### config.mk
export PLATFORM = sky130hd
export DESIGN_NAME = mbrd_server
export DESIGN_NICKNAME = d
export VERILOG_FILES = /design/src/mbrd_pkg.sv /design/src/mbrd_pack_if.sv /design/src/mbrd_bitpack.sv /design/src/mbrd_server.sv
export VERILOG_INCLUDE_DIRS = /design/src
export SDC_FILE = /design/constraint.sdc
export NUM_CORES = 1
export LEC_CHECK = 0
export ABC_AREA = 1
export ABC_CLOCK_PERIOD_IN_PS = 5500
export BUFFER_PORTS_ARGS = -buffer_cell sky130_fd_sc_hd__buf_2
export CAP_MARGIN = 20
export CORE_UTILIZATION = 30
export CTS_CLUSTER_DIAMETER = 50
export DETAILED_ROUTE_END_ITERATION = 16
export PLACE_DENSITY_LB_ADDON = 0.05
export SLEW_MARGIN = 20
export SYNTH_ARGS = -nofsm -noshare
export SYNTH_HDL_FRONTEND = slang
export SYNTH_HIERARCHICAL = 1
export SYNTH_SLANG_ARGS = --single-unit
### constraint.sdc
create_clock -name clk -period 5.5 [get_ports clk]
set_input_delay 1.1 -clock clk [delete_from_list [all_inputs] [get_ports clk]]
set_output_delay 1.1 -clock clk [all_outputs]
set_load 0.01 [all_outputs]
### src/mbrd_params.svh
`ifndef MBRD_PARAMS_SVH
`define MBRD_PARAMS_SVH

// function codes handled here or passed on
`define MB_FC_RD_COILS 8'h01
`define MB_FC_RD_DISC 8'h02
`define MB_FC_RD_HOLD 8'h03
`define MB_FC_RD_INPUT 8'h04
`define MB_FC_WR_COIL 8'h05
`define MB_FC_WR_REG 8'h06
`define MB_FC_DIAG 8'h08
`define MB_FC_WR_COILS 8'h0F
`define MB_FC_WR_REGS 8'h10
`define MB_FC_MASK_WR 8'h16
`define MB_FC_EXC_FLAG 8'h80

// exception codes
`define MB_EXC_ILL_FN 8'h01
`define MB_EXC_ILL_ADDR 8'h02
`define MB_EXC_ILL_VALUE 8'h03

// quantity limits
`define MB_QTY_MIN 16'h0001
`define MB_BIT_QTY_MAX 16'h07D0
`define MB_REG_QTY_MAX 16'h007D

// highest coil or input address accepted
`define MB_BIT_ADDR_MAX 17'h00018

// request header length: code, address, quantity
`define MB_REQ_BYTES 3'h5

// digital port registers in the register space
`define MB_DPORT_BASE 16'h0000
`define MB_DPORT_COUNT 16'h0003

`endif

### src/mbrd_pkg.sv
package mbrd_pkg;

   // sequencing of one request
   typedef enum logic [2:0] {
      ST_RX,
      ST_CHECK,
      ST_SCAN,
      ST_LOAD,
      ST_SEND
   } mbrd_state_t;

endpackage

### src/mbrd_pack_if.sv
interface mbrd_pack_if;
   logic [24:0] space;
   logic [15:0] start;
   logic [15:0] qty;
   logic [7:0] byte_idx;
   logic [7:0] data;

   modport server (
      output space,
      output start,
      output qty,
      output byte_idx,
      input data
   );

   modport packer (
      input space,
      input start,
      input qty,
      input byte_idx,
      output data
   );
endinterface

### src/mbrd_bitpack.sv
`include "mbrd_params.svh"

module mbrd_bitpack (
   // clock and reset, used only by checks
   input wire logic clk,
   input wire logic rst_n,
   // packing request and packed byte
   mbrd_pack_if.packer pk
);
   import mbrd_pkg::*;

   logic [16:0] base;
   logic [16:0] rel;
   logic [16:0] pos;

   ////////////////////////////////////////////////////////////////////////
   // one byte of bit statuses, first item in the lsb
   always_comb begin
      base = {6'h00, pk.byte_idx, 3'h0};
      pk.data = 8'h00;
      rel = 17'h00000;
      pos = 17'h00000;
      for (int b = 0; b < 8; b++) begin
         rel = base + 17'(b);
         pos = {1'b0, pk.start} + rel;
         // beyond the quantity or the space stays zero
         if (rel < {1'b0, pk.qty} && pos <= `MB_BIT_ADDR_MAX) begin
            pk.data[b] = pk.space[pos[4:0]];
         end
      end
   end

   ////////////////////////////////////////////////////////////////////////
   chk_pad_zero: assert property (@(posedge clk) disable iff (!rst_n)
      ({6'h00, pk.byte_idx, 3'h7} >= {1'b0, pk.qty}) |-> !pk.data[7])
      else $error("pad bit above quantity not zero");

   chk_lsb_first: assert property (@(posedge clk) disable iff (!rst_n)
      ({6'h00, pk.byte_idx, 3'h0} < {1'b0, pk.qty} &&
       {1'b0, pk.start} + {6'h00, pk.byte_idx, 3'h0} <= `MB_BIT_ADDR_MAX)
      |-> pk.data[0] ==
          pk.space[5'(pk.start + {5'h00, pk.byte_idx, 3'h0})])
      else $error("first item not in bit zero");
endmodule

### src/mbrd_server.sv
`include "mbrd_params.svh"

module mbrd_server (
   // clock and reset
   input wire logic clk,
   input wire logic rst_n,
   // request bytes from the framing layer
   input wire logic req_valid,
   input wire logic [7:0] req_data,
   input wire logic req_last,
   output logic req_ready,
   // response bytes to the framing layer
   output logic rsp_valid,
   output logic [7:0] rsp_data,
   output logic rsp_last,
   input wire logic rsp_ready,
   // supported functions served elsewhere
   output logic fwd_valid,
   output logic [7:0] fwd_code,
   // digital port pins and output latches
   input wire logic [23:0] port_line,
   input wire logic [23:0] port_latch,
   // register file read port, answers in the same cycle
   output logic [15:0] reg_rd_addr,
   output logic reg_rd_holding,
   input wire logic [15:0] reg_rd_data,
   input wire logic reg_rd_ok
);
   import mbrd_pkg::*;

   mbrd_pack_if pk ();

   mbrd_state_t state, next_state;
   logic [7:0] fc, next_fc;
   logic [15:0] start, next_start;
   logic [15:0] qty, next_qty;
   logic [2:0] rx_cnt, next_rx_cnt;
   logic [7:0] idx, next_idx;
   logic [7:0] len, next_len;
   logic exc, next_exc;
   logic [7:0] exc_code, next_exc_code;
   logic [7:0] out_byte, next_out_byte;
   logic next_fwd_valid;
   logic [7:0] next_fwd_code;
   logic [23:0] line_meta;
   logic [23:0] line_s;

   logic is_bit, is_reg, qty_ok, rx_full;
   logic [16:0] last17;
   logic [7:0] count;
   logic [7:0] ld;
   logic [7:0] ld_off;
   logic in_dport;
   logic [1:0] dport_idx;
   logic [15:0] dport_off;
   logic [15:0] reg_val;
   logic [7:0] rb;

   ////////////////////////////////////////////////////////////////////////
   function automatic logic fn_supported(input logic [7:0] f);
      return f inside {`MB_FC_RD_COILS, `MB_FC_RD_DISC, `MB_FC_RD_HOLD,
                       `MB_FC_RD_INPUT, `MB_FC_WR_COIL, `MB_FC_WR_REG,
                       `MB_FC_DIAG, `MB_FC_WR_COILS, `MB_FC_WR_REGS,
                       `MB_FC_MASK_WR};
   endfunction

   // whole bytes needed for q bits; q is at most 2000 whenever the result is sent
   function automatic logic [7:0] bit_bytes(input logic [15:0] q);
      return 8'((q + 16'h0007) >> 3);
   endfunction

   ////////////////////////////////////////////////////////////////////////
   // pins cross into the clock domain before anything reads them
   always_ff @(posedge clk or negedge rst_n) begin
      if (!rst_n) begin
         line_meta <= 24'h000000;
         line_s <= 24'h000000;
      end else begin
         line_meta <= port_line;
         line_s <= line_meta;
      end
   end

   ////////////////////////////////////////////////////////////////////////
   // request decode
   assign is_bit = (fc == `MB_FC_RD_COILS) || (fc == `MB_FC_RD_DISC);
   assign is_reg = (fc == `MB_FC_RD_HOLD) || (fc == `MB_FC_RD_INPUT);
   assign rx_full = (rx_cnt == `MB_REQ_BYTES);
   // addresses are used as sent, no offset of one
   assign last17 = {1'b0, start} + {1'b0, qty} - 17'h00001;
   // bit reads take up to 2000, register reads up to 125
   assign qty_ok = qty >= `MB_QTY_MIN &&
                   qty <= (is_bit ? `MB_BIT_QTY_MAX : `MB_REG_QTY_MAX);
   // byte count: qty is at most 125 here, so 2N fits a byte
   assign count = is_bit ? bit_bytes(qty) : {qty[6:0], 1'b0};

   ////////////////////////////////////////////////////////////////////////
   // index of the byte being loaded, and register addressing
   assign ld = (state == ST_SEND) ? idx + 8'h01 : 8'h00;
   assign ld_off = ld - 8'h02;
   assign reg_rd_addr = (state == ST_SCAN) ? start + {8'h00, idx}
                                           : start + {9'h000, ld_off[7:1]};
   // file answers for writable, non converter registers only
   assign reg_rd_holding = (fc == `MB_FC_RD_HOLD);
   assign dport_off = reg_rd_addr - `MB_DPORT_BASE;
   assign in_dport = reg_rd_addr >= `MB_DPORT_BASE &&
                     dport_off < `MB_DPORT_COUNT;
   assign dport_idx = dport_off[1:0];
   // ports read as latches for holding, as lines for input
   always_comb begin
      if (!in_dport) begin
         reg_val = reg_rd_data;
      end else if (reg_rd_holding) begin
         reg_val = {8'h00, port_latch[dport_idx*8 +: 8]};
      end else begin
         reg_val = {8'h00, line_s[dport_idx*8 +: 8]};
      end
   end

   ////////////////////////////////////////////////////////////////////////
   // bit packing: coils are output latches, inputs the synced lines
   assign pk.space = (fc == `MB_FC_RD_COILS) ? {1'b0, port_latch}
                                              : {1'b0, line_s};
   assign pk.start = start;
   assign pk.qty = qty;
   assign pk.byte_idx = ld_off;

   mbrd_bitpack u_pack (
      .clk(clk),
      .rst_n(rst_n),
      .pk(pk.packer)
   );

   ////////////////////////////////////////////////////////////////////////
   // response byte for index ld
   always_comb begin
      if (ld == 8'h00) begin
         rb = exc ? (fc | `MB_FC_EXC_FLAG) : fc;
      end else if (ld == 8'h01) begin
         rb = exc ? exc_code : count;
      end else if (is_bit) begin
         rb = pk.data;
      end else begin
         rb = ld_off[0] ? reg_val[7:0] : reg_val[15:8];
      end
   end

   ////////////////////////////////////////////////////////////////////////
   // request and response sequencing
   always_comb begin
      next_state = state;
      next_fc = fc;
      next_start = start;
      next_qty = qty;
      next_rx_cnt = rx_cnt;
      next_idx = idx;
      next_len = len;
      next_exc = exc;
      next_exc_code = exc_code;
      next_out_byte = out_byte;
      next_fwd_valid = 1'b0;
      next_fwd_code = fwd_code;
      unique case (state)
         ST_RX: begin
            if (req_valid) begin
               // bytes past the header are ignored
               unique case (rx_cnt)
                  3'h0: next_fc = req_data;
                  3'h1: next_start[15:8] = req_data;
                  3'h2: next_start[7:0] = req_data;
                  3'h3: next_qty[15:8] = req_data;
                  3'h4: next_qty[7:0] = req_data;
                  default: ;
               endcase
               if (!rx_full) begin
                  next_rx_cnt = rx_cnt + 3'h1;
               end
               if (req_last) begin
                  next_state = ST_CHECK;
               end
            end
         end
         ST_CHECK: begin
            next_exc = 1'b0;
            next_idx = 8'h00;
            next_rx_cnt = 3'h0;
            next_state = ST_LOAD;
            if (!fn_supported(fc)) begin
               next_exc = 1'b1;
               next_exc_code = `MB_EXC_ILL_FN;
            end else if (!(is_bit || is_reg)) begin
               // writes and diagnostics go to their own handler
               next_fwd_valid = 1'b1;
               next_fwd_code = fc;
               next_state = ST_RX;
            end else if (!rx_full || !qty_ok) begin
               next_exc = 1'b1;
               next_exc_code = `MB_EXC_ILL_VALUE;
            end else if (is_bit) begin
               if (last17 > `MB_BIT_ADDR_MAX) begin
                  next_exc = 1'b1;
                  next_exc_code = `MB_EXC_ILL_ADDR;
               end
            end else if (last17[16]) begin
               next_exc = 1'b1;
               next_exc_code = `MB_EXC_ILL_ADDR;
            end else begin
               next_state = ST_SCAN;
            end
         end
         ST_SCAN: begin
            // every address is proven before the first byte leaves
            if (!(in_dport || reg_rd_ok)) begin
               next_exc = 1'b1;
               next_exc_code = `MB_EXC_ILL_ADDR;
               next_state = ST_LOAD;
            end else if ({8'h00, idx} == qty - 16'h0001) begin
               next_state = ST_LOAD;
            end else begin
               next_idx = idx + 8'h01;
            end
         end
         ST_LOAD: begin
            next_idx = 8'h00;
            next_len = exc ? 8'h02 : count + 8'h02;
            next_out_byte = rb;
            next_state = ST_SEND;
         end
         ST_SEND: begin
            if (rsp_ready) begin
               if (idx == len - 8'h01) begin
                  next_state = ST_RX;
               end else begin
                  next_idx = idx + 8'h01;
                  next_out_byte = rb;
               end
            end
         end
      endcase
   end

   always_ff @(posedge clk or negedge rst_n) begin
      if (!rst_n) begin
         state <= ST_RX;
         fc <= 8'h00;
         start <= 16'h0000;
         qty <= 16'h0000;
         rx_cnt <= 3'h0;
         idx <= 8'h00;
         len <= 8'h00;
         exc <= 1'b0;
         exc_code <= 8'h00;
         out_byte <= 8'h00;
         fwd_valid <= 1'b0;
         fwd_code <= 8'h00;
      end else begin
         state <= next_state;
         fc <= next_fc;
         start <= next_start;
         qty <= next_qty;
         rx_cnt <= next_rx_cnt;
         idx <= next_idx;
         len <= next_len;
         exc <= next_exc;
         exc_code <= next_exc_code;
         out_byte <= next_out_byte;
         fwd_valid <= next_fwd_valid;
         fwd_code <= next_fwd_code;
      end
   end

   ////////////////////////////////////////////////////////////////////////
   // byte streams; a new request waits until the answer is out
   assign req_ready = (state == ST_RX);
   assign rsp_valid = (state == ST_SEND);
   assign rsp_data = out_byte;
   assign rsp_last = rsp_valid && (idx == len - 8'h01);

   ////////////////////////////////////////////////////////////////////////
   chk_exc_fn_byte: assert property (@(posedge clk) disable iff (!rst_n)
      (rsp_valid && idx == 8'h00 && exc) |->
         rsp_data == (fc | `MB_FC_EXC_FLAG) && len == 8'h02)
      else $error("exception function byte wrong");
   chk_ill_fn_code: assert property (@(posedge clk) disable iff (!rst_n)
      (rsp_valid && idx == 8'h01 && !fn_supported(fc)) |->
         exc && rsp_data == `MB_EXC_ILL_FN)
      else $error("unsupported code not answered with 01");
   chk_bit_count: assert property (@(posedge clk) disable iff (!rst_n)
      (rsp_valid && idx == 8'h01 && !exc && is_bit) |->
         rsp_data == 8'((qty + 16'h0007) >> 3))
      else $error("bit byte count wrong");
   chk_reg_count: assert property (@(posedge clk) disable iff (!rst_n)
      (rsp_valid && idx == 8'h01 && !exc && is_reg) |->
         rsp_data == 8'(qty * 16'h0002) && len == 8'(qty * 16'h0002 + 16'h2))
      else $error("register byte count wrong");
   chk_qty_bad: assert property (@(posedge clk) disable iff (!rst_n)
      (state == ST_CHECK && (is_bit || is_reg) && rx_full && !qty_ok) |=>
         exc && exc_code == `MB_EXC_ILL_VALUE ##1 state == ST_SEND)
      else $error("bad quantity not answered with 03");
   chk_coil_range: assert property (@(posedge clk) disable iff (!rst_n)
      (state == ST_CHECK && is_bit && rx_full && qty_ok &&
       last17 > `MB_BIT_ADDR_MAX) |=>
         exc && exc_code == `MB_EXC_ILL_ADDR && state == ST_LOAD)
      else $error("coil address above range not rejected");
   chk_fwd_pulse: assert property (@(posedge clk) disable iff (!rst_n)
      (state == ST_CHECK && fn_supported(fc) && !is_bit && !is_reg) |=>
         fwd_valid && fwd_code == $past(fc) && state == ST_RX ##1 !fwd_valid)
      else $error("other supported code not handed on");
   chk_line_sync: assert property (@(posedge clk) disable iff (!rst_n)
      $past(rst_n, 2) |-> line_s == $past(port_line, 2))
      else $error("port lines not two stage synced");
endmodule

# Word level (Yosys, flattened, before mapping)
# Index checks and enable logic that the tools add are counted.
totals:
  reg_bits: 136
  in_bits: 78
  word_cells: 228
  output_inout_bits: 37
classes:
  shifts: 2
  bitwise: 1
  addsub: 26
  n_mux: 80
  eq_ne: 35
  reduce_logical: 39
  n_lt_le_gt_ge: 29
op_table:
  columns: ["operator", "n"]
  rows:
  - ["two-way mux 8 bit", 23]
  - ["<= comparator 17 x 5 -> 1 bit, second input constant", 8]
  - ["adder 16 x 17 -> 17 bit", 7]
  - ["less-than comparator 12 x 16 -> 1 bit", 7]
  - ["adder 11 x 3 -> 12 bit, second input constant", 4]
  - ["less-than comparator 5 x 6 -> 1 bit, second input constant", 8]
  - ["indexed part select 24 x 6 -> 8 bit", 2]
  - ["binary-select mux 1 bit (select 5 bit)", 8]
  - ["greater-or-equal comparator 16 x 1 -> 1 bit, second input constant", 2]
  - ["two-way mux 16 bit", 2]
  - ["one-hot mux 8 bit (2 select lines)", 2]
  - ["two-way mux 1 bit", 29]
  - ["adder 11 x 2 -> 12 bit, second input constant", 2]
  - ["== test 8 x 3 -> 1 bit, second input constant", 3]
  - ["two-way mux 24 bit", 1]
  - ["two-way mux 3 bit", 8]
  - ["one-hot mux 8 bit (3 select lines)", 1]
  - ["AND reduction 3 bit", 8]
  - ["adder 16 x 11 -> 17 bit", 1]
  - ["adder 16 x 16 -> 17 bit", 1]
  - ["greater-than comparator 17 x 5 -> 1 bit, second input constant", 1]
  - ["subtractor 17 x 1 -> 17 bit, second input constant", 1]
  - ["adder 16 x 7 -> 16 bit", 1]
  - ["adder 16 x 8 -> 16 bit", 1]
  - ["42 further kinds", 81]

# Longest topological paths before layout
depth:
  depth_word: 15
  depth_mapped: 32
  ltp_nobuf: 32

# Modules after synthesis
# The synthesis kept the hierarchy.
by_module_without_submodules:
  columns: ["module", "n_inst", "area_per_inst_um2", "cells_per_inst", "seq_area_each_um2"]
  rows:
  - ["mbrd_server", 1, 9661.8, 1390, 3253.1]
  - ["mbrd_bitpack", 1, 5067.4, 1061, 0.0]

# Least setup slack after synthesis
# No wires, ideal clock.
synth_path:
  path_type: "register -> output"
  start: "reg state[0]"
  end: "out reg_rd_addr[11]"
  n_path_buf: 0
  slack_ns: 1.295
  stages_incl_launch_ff: 24
  required_time_ns: 4.400
  t_arrival_ns: 3.105
  path_cell_list: "dfrtp_1 nor2_1 inv_1 nor2_2 inv_2 nor2_1 inv_1 ha_1 nand2_1 nor2_1 nand3_1 xor2_1 nand2_1 o21ai_0 ha_1 nand2_1 inv_1 a21oi_1 nand2_2 nand2_1 nand2_1 nand2_1 nand2_1 inv_1"
synth_between:
  elab_chain_len: 5
  word_cells_on_any_way: 6
  classes_between: "add/sub: 2; eq/ne: 2; mux: 2"
synth_lines:
  columns: ["element", "line", "source"]
  rows:
  - ["start: declaration", "mbrd_server.sv:33", "mbrd_state_t state, next_state;"]
  - ["start signal: assignment", "mbrd_server.sv:257", "state <= next_state;"]
  - ["== test 3 bit", null, null]
  - ["net rsp_valid", "mbrd_server.sv:13", "output logic rsp_valid,"]
  - ["two-way mux 8 bit", "mbrd_server.sv:99", "assign ld = (state == ST_SEND) ? idx + 8'h01 : 8'h00;"]
  - ["subtractor 8 x 2 -> 8 bit", "mbrd_server.sv:100", "assign ld_off = ld - 8'h02;"]
  - ["net ld_off[1]", "mbrd_server.sv:52", "logic [7:0] ld_off;"]
  - ["adder 16 x 7 -> 16 bit", "mbrd_server.sv:102", ": start + {9'h000, ld_off[7:1]};"]
  - ["two-way mux 16 bit", "mbrd_server.sv:101", "assign reg_rd_addr = (state == ST_SCAN) ? start + {8'h00, idx}"]
  - ["end: declaration", "mbrd_server.sv:24", "output logic [15:0] reg_rd_addr,"]
# The timed path passes the listed nets, and every way through them passes these cells.

# Worst setup path in the final report
layout_path:
  start: "reg state[0]"
  end: "out reg_rd_addr[13]"
layout_between:
  elab_chain_len: 5
  word_cells_on_any_way: 6
  classes_between: "add/sub: 2; eq/ne: 2; mux: 2"
layout_lines:
  columns: ["element", "line"]
  rows:
  - ["== test 3 bit", "mbrd_server.sv:99"]
  - ["two-way mux 8 bit", "mbrd_server.sv:99"]
  - ["subtractor 8 x 2 -> 8 bit", "mbrd_server.sv:100"]
  - ["net ld_off[1]", "mbrd_server.sv:52"]
  - ["adder 16 x 7 -> 16 bit", "mbrd_server.sv:102"]
  - ["two-way mux 16 bit", "mbrd_server.sv:101"]
# The timed path passes the listed nets, and every way through them passes these cells.

==> flow_summary.toml <==
[outcome]
outcome = "completed"

[routing]
vias_per_cell = 5.030
drt-wirelength-per-cell_um = 19.30
detail_route.iter0.violations = 1100
detail_route.first_pass.iterations = 6
route.final.wire_length_um = 61130
via_count = 15930
residual_drc = 0
ant_nets = 0

[worst_setup_path]
timing.critical_path.arrival_ps = 3940
critical-path-max-stage-delay_ps = 400
critical_path.max_fanout = 8
worstRegToRegCells = 26
crit_path_start_kind = "flop"
crit_chain = "nor2_1, inv_1, nor2_2, buf_4, inv_2, nor2_2, inv_1, ha_1, nand2_1, nor2_1, xnor2_1, nand2_1, o21ai_0, ha_1, nand2_1, inv_1, nand3_2, nand2_1, nand2_1, nand2_2, nand2_2, xor2_4, buf_2"
critical_path.top_delay_family = "simple AND/OR/NAND/NOR gates"
endpoint_kind = "primary output"
criticalPathCategory = "flop to primary output"
r2r_setup_slack_ps = 940
critical_path_cell_count = 23
cpMostUsedCell = "sky130_fd_sc_hd__nand2_1"
crit_path_top_delay_cell = "sky130_fd_sc_hd__dfrtp_1"
cp.required_ps = 4400
critPathBufInv = 6

[global_routing]
grt_max_degree = 84
antenna_violations_before_repair = 1
globalRouteTotalUtil_pct = 25.05
grt_first_pass_wirelength_um = 93930
first_global_vias = 15660
grt.overflow.total = 0

[placed_design]
gpl.final_weighted_congestion = 0.9374
port_buffers = 114
detailedPlace.worstSlack_ps = 782.9
placement.cell_area_sq_mm = 0.01588
dpl.hpwl_um = 51440

[hold_path]
hold_path_depth = 0
min_path_type = "flop to flop"

[synth]
yosys.area.top_type = "sky130_fd_sc_hd__dfrtp_1"
synth_seq_area_share_pct = 22.09
postSynth.asyncResetShare_pct = 100.0
syn-cell-area_sq_mm = 0.01473
synthTopCellsByCount = "sky130_fd_sc_hd__nand2_1 (808), sky130_fd_sc_hd__nand3_1 (316), sky130_fd_sc_hd__inv_1 (304)"
syn-mean-instance-area_sq_um = 6.009
synth_warnings = 6
ys_types = 63
synth_enable_flop_cells = 0
netlist_top_cells_area = "sky130_fd_sc_hd__dfrtp_1 (22%), sky130_fd_sc_hd__nand2_1 (21%), sky130_fd_sc_hd__nand3_1 (11%)"
netlist_instances = 2451
synth-seq-cells = 130
postSynth.topFlopCell = "sky130_fd_sc_hd__dfrtp_1"
netlist.area_leader.share_pct = 22.09
synth_most_common_cell = "sky130_fd_sc_hd__nand2_1"

[sta]
postLayoutSetupSlackWorst_ps = 455.7
max_slew_headroom_pct = 30.05
setup_viol_count_final = 0
rsz0062_at_grt = "false"
final-hold-violation-count = 0
fin_tns_setup_ps = 0
tightest_slew_ps = 1045
pins_over_slew_limit = 0
period_share_pct = 91.71
clock.fmax_mhz = 198.2
skew_ps = 10.85
finalCriticalPeriod_ps = 5044

[clock_network]
clock_tree_from_tritoncts = "built"
number_of_hold_buffers_added_after_cts = 0
clk_latency_ps = 470
cts.sinks = 130
numCtsBuffers = 17
clk_path_buf_depth = 2
clk_pin_slew_ps = 60
cts_root_buf = "sky130_fd_sc_hd__clkbuf_16"
cts-resized-gates = 0
post-cts-setup-buffer-count = 0
cts_htree_levels = 4

[power]
combPwrFrac_pct = 77.1
switchingPower_uw = 7348
p_leak_uw = 0.008958
power.switching_fraction_pct = 60.34
part_of_the_total_power_dissipated_in_the_clock_network_pct = 9.9
power.density_mw_per_mm2 = 738.4
internal_power_uw = 4830
peakVddDrop_mv = 0.2841
pwr-share-seq_pct = 13.0

[final_layout]
layout.cell_area.non_filler_sq_mm = 0.01649
flow.area_growth_from_synthesis_pct = 11.98
multi_input_comb_area_sq_mm = 0.009899
finish.utilization_pct = 34.33
num_antenna_cells = 0
layout.filler_cells = 5447
area.sequential_sq_mm = 0.003253
layout-drive-gt1-share_pct = 11.52
nets = 2711

[floorplan]
die_height_um = 223.6
chipWidth_um = 223.6
core_sq_mm = 0.04805
number_of_placement_rows = 80
die_area_sq_mm = 0.04999
io_pins = 115
start_util_pct = 30.66

[job]
maxCapViolCount = 0
==> cell type report <==
class / count / share of cell area (%)
inverter: 334 / 7.601
multi-input combinational: 1925 / 60.02
tap: 615 / 4.665
timing repair buffer: 132 / 4.316
sequential: 130 / 19.72
clock buffer: 18 / 2.602
clock inverter: 14 / 1.070
==> sequential cells by signal (all words and copies together) (netlist names), 8 cells and up <==
signal,cells
pk.start,16
fc,8
line_meta,24
rsp_data,8
line_s,24
fwd_code,8
pk.qty,16
len,8
idx,8
==> stage by stage <==
stage	cells	hold WS, ps	total power [uW]
CTS	3168	343.7	12230
detailed placement	3136	334.7	10970
global route	3168	352.4	13460
finish	3168	342.3	12180
floorplan	2452	331.2	8110
global placement	3136	334.1	11010
==> placed cells by master, fill, tap and decap left out, types with 4 or more instances in the layout <==
master,synthesis,routed
sky130_fd_sc_hd__nand2_1,808,808
sky130_fd_sc_hd__clkbuf_16,0,17
sky130_fd_sc_hd__nor2_4,10,10
sky130_fd_sc_hd__nand4_1,31,31
sky130_fd_sc_hd__a21oi_2,8,8
sky130_fd_sc_hd__nand3_2,8,8
sky130_fd_sc_hd__o21bai_1,5,5
sky130_fd_sc_hd__inv_2,25,25
sky130_fd_sc_hd__mux2_2,11,11
sky130_fd_sc_hd__nand3b_1,10,10
sky130_fd_sc_hd__nor3_1,23,23
sky130_fd_sc_hd__buf_4,10,18
sky130_fd_sc_hd__xnor2_1,18,18
sky130_fd_sc_hd__nor2_2,14,15
sky130_fd_sc_hd__nand2_2,18,18
sky130_fd_sc_hd__o21ai_1,8,8
sky130_fd_sc_hd__xor2_1,38,37
sky130_fd_sc_hd__o22ai_1,4,4
sky130_fd_sc_hd__buf_2,29,113
sky130_fd_sc_hd__nand3_1,316,316
sky130_fd_sc_hd__dfrtp_1,130,130
sky130_fd_sc_hd__inv_6,0,4
sky130_fd_sc_hd__or2_2,6,6
sky130_fd_sc_hd__nand2_4,7,7
sky130_fd_sc_hd__nor2_1,240,239
sky130_fd_sc_hd__o21ai_0,133,133
sky130_fd_sc_hd__inv_1,304,304
sky130_fd_sc_hd__a21boi_2,6,6
sky130_fd_sc_hd__ha_1,90,90
sky130_fd_sc_hd__a21oi_1,68,68
sky130_fd_sc_hd__clkinv_1,5,5
==> metal layers <==
| metal | share of wire [%] | vias up | global-route usage [%] |
|---|---|---|---|
| met5 | 0 | - | 0 |
| met4 | 2.4 | 0 | 7.733 |
| met3 | 3.7 | 60 | 2.427 |
| met2 | 50 | 328 | 44.19 |
| met1 | 44 | 7560 | 32.06 |
| li1 | - | 7986 | - |
==> power by group through the flow <==
stage / Sequential, uW / Combinational, uW / Clock [uW]
4_1_cts: 1580 / 9410 / 1240
3_5_place_dp: 1600 / 9370 / 0
6_report: 1590 / 9390 / 1200
2_1_floorplan: 1430 / 6680 / 0
5_1_grt: 1620 / 10600 / 1270
3_3_place_gp: 1600 / 9420 / 0
==> logic make-up (layout without fill, tap and decap cells) <==
group,count (synthesis),after routing,synth area share [%]
xor gates and xnor gates,59,59,3.738
DFF,130,130,22.09
adders and majority gates,93,93,8.053
AOI/OAI and AO/OA,256,256,9.897
and+or+nand+nor,1504,1504,44.56
muxes,11,11,0.8410
other,1,2,0.02546
buffers and inverters,397,498,10.80
==> worst paths after layout <==
path                                    to           from
max in group asynchronous    line_meta[16]          rst_n
hold reg to reg                 line_s[16]  line_meta[16]
min in group asynchronous      pk.start[0]          rst_n
setup / recovery           reg_rd_addr[13]       state[0]
hold / removal                  line_s[16]  line_meta[16]
setup reg to reg                    idx[1]       state[0]
==> worst register-to-register path: stages, from the launching register on <==
cell,delay (ps)
sky130_fd_sc_hd__dfrtp_1,400
sky130_fd_sc_hd__nor2_1,110
sky130_fd_sc_hd__inv_1,70
sky130_fd_sc_hd__nor2_2,70
sky130_fd_sc_hd__buf_4,180
sky130_fd_sc_hd__inv_2,100
sky130_fd_sc_hd__nor2_2,190
sky130_fd_sc_hd__inv_1,150
sky130_fd_sc_hd__ha_1,310
sky130_fd_sc_hd__inv_1,100
sky130_fd_sc_hd__nand2_1,60
sky130_fd_sc_hd__o21ai_0,160
sky130_fd_sc_hd__inv_1,110
sky130_fd_sc_hd__fa_1,760
sky130_fd_sc_hd__nor2_1,90
sky130_fd_sc_hd__nor2_1,120
sky130_fd_sc_hd__nand3_1,90
sky130_fd_sc_hd__nor2_1,90
sky130_fd_sc_hd__nand2_1,70
sky130_fd_sc_hd__nor2_2,150
sky130_fd_sc_hd__nand3_4,100
sky130_fd_sc_hd__nor2_8,190
sky130_fd_sc_hd__nand2_4,200
sky130_fd_sc_hd__nand3_2,310
sky130_fd_sc_hd__nand2_4,130
sky130_fd_sc_hd__nand2_1,90
sky130_fd_sc_hd__nand2_1,50
(Power assumes the default switching activity.)
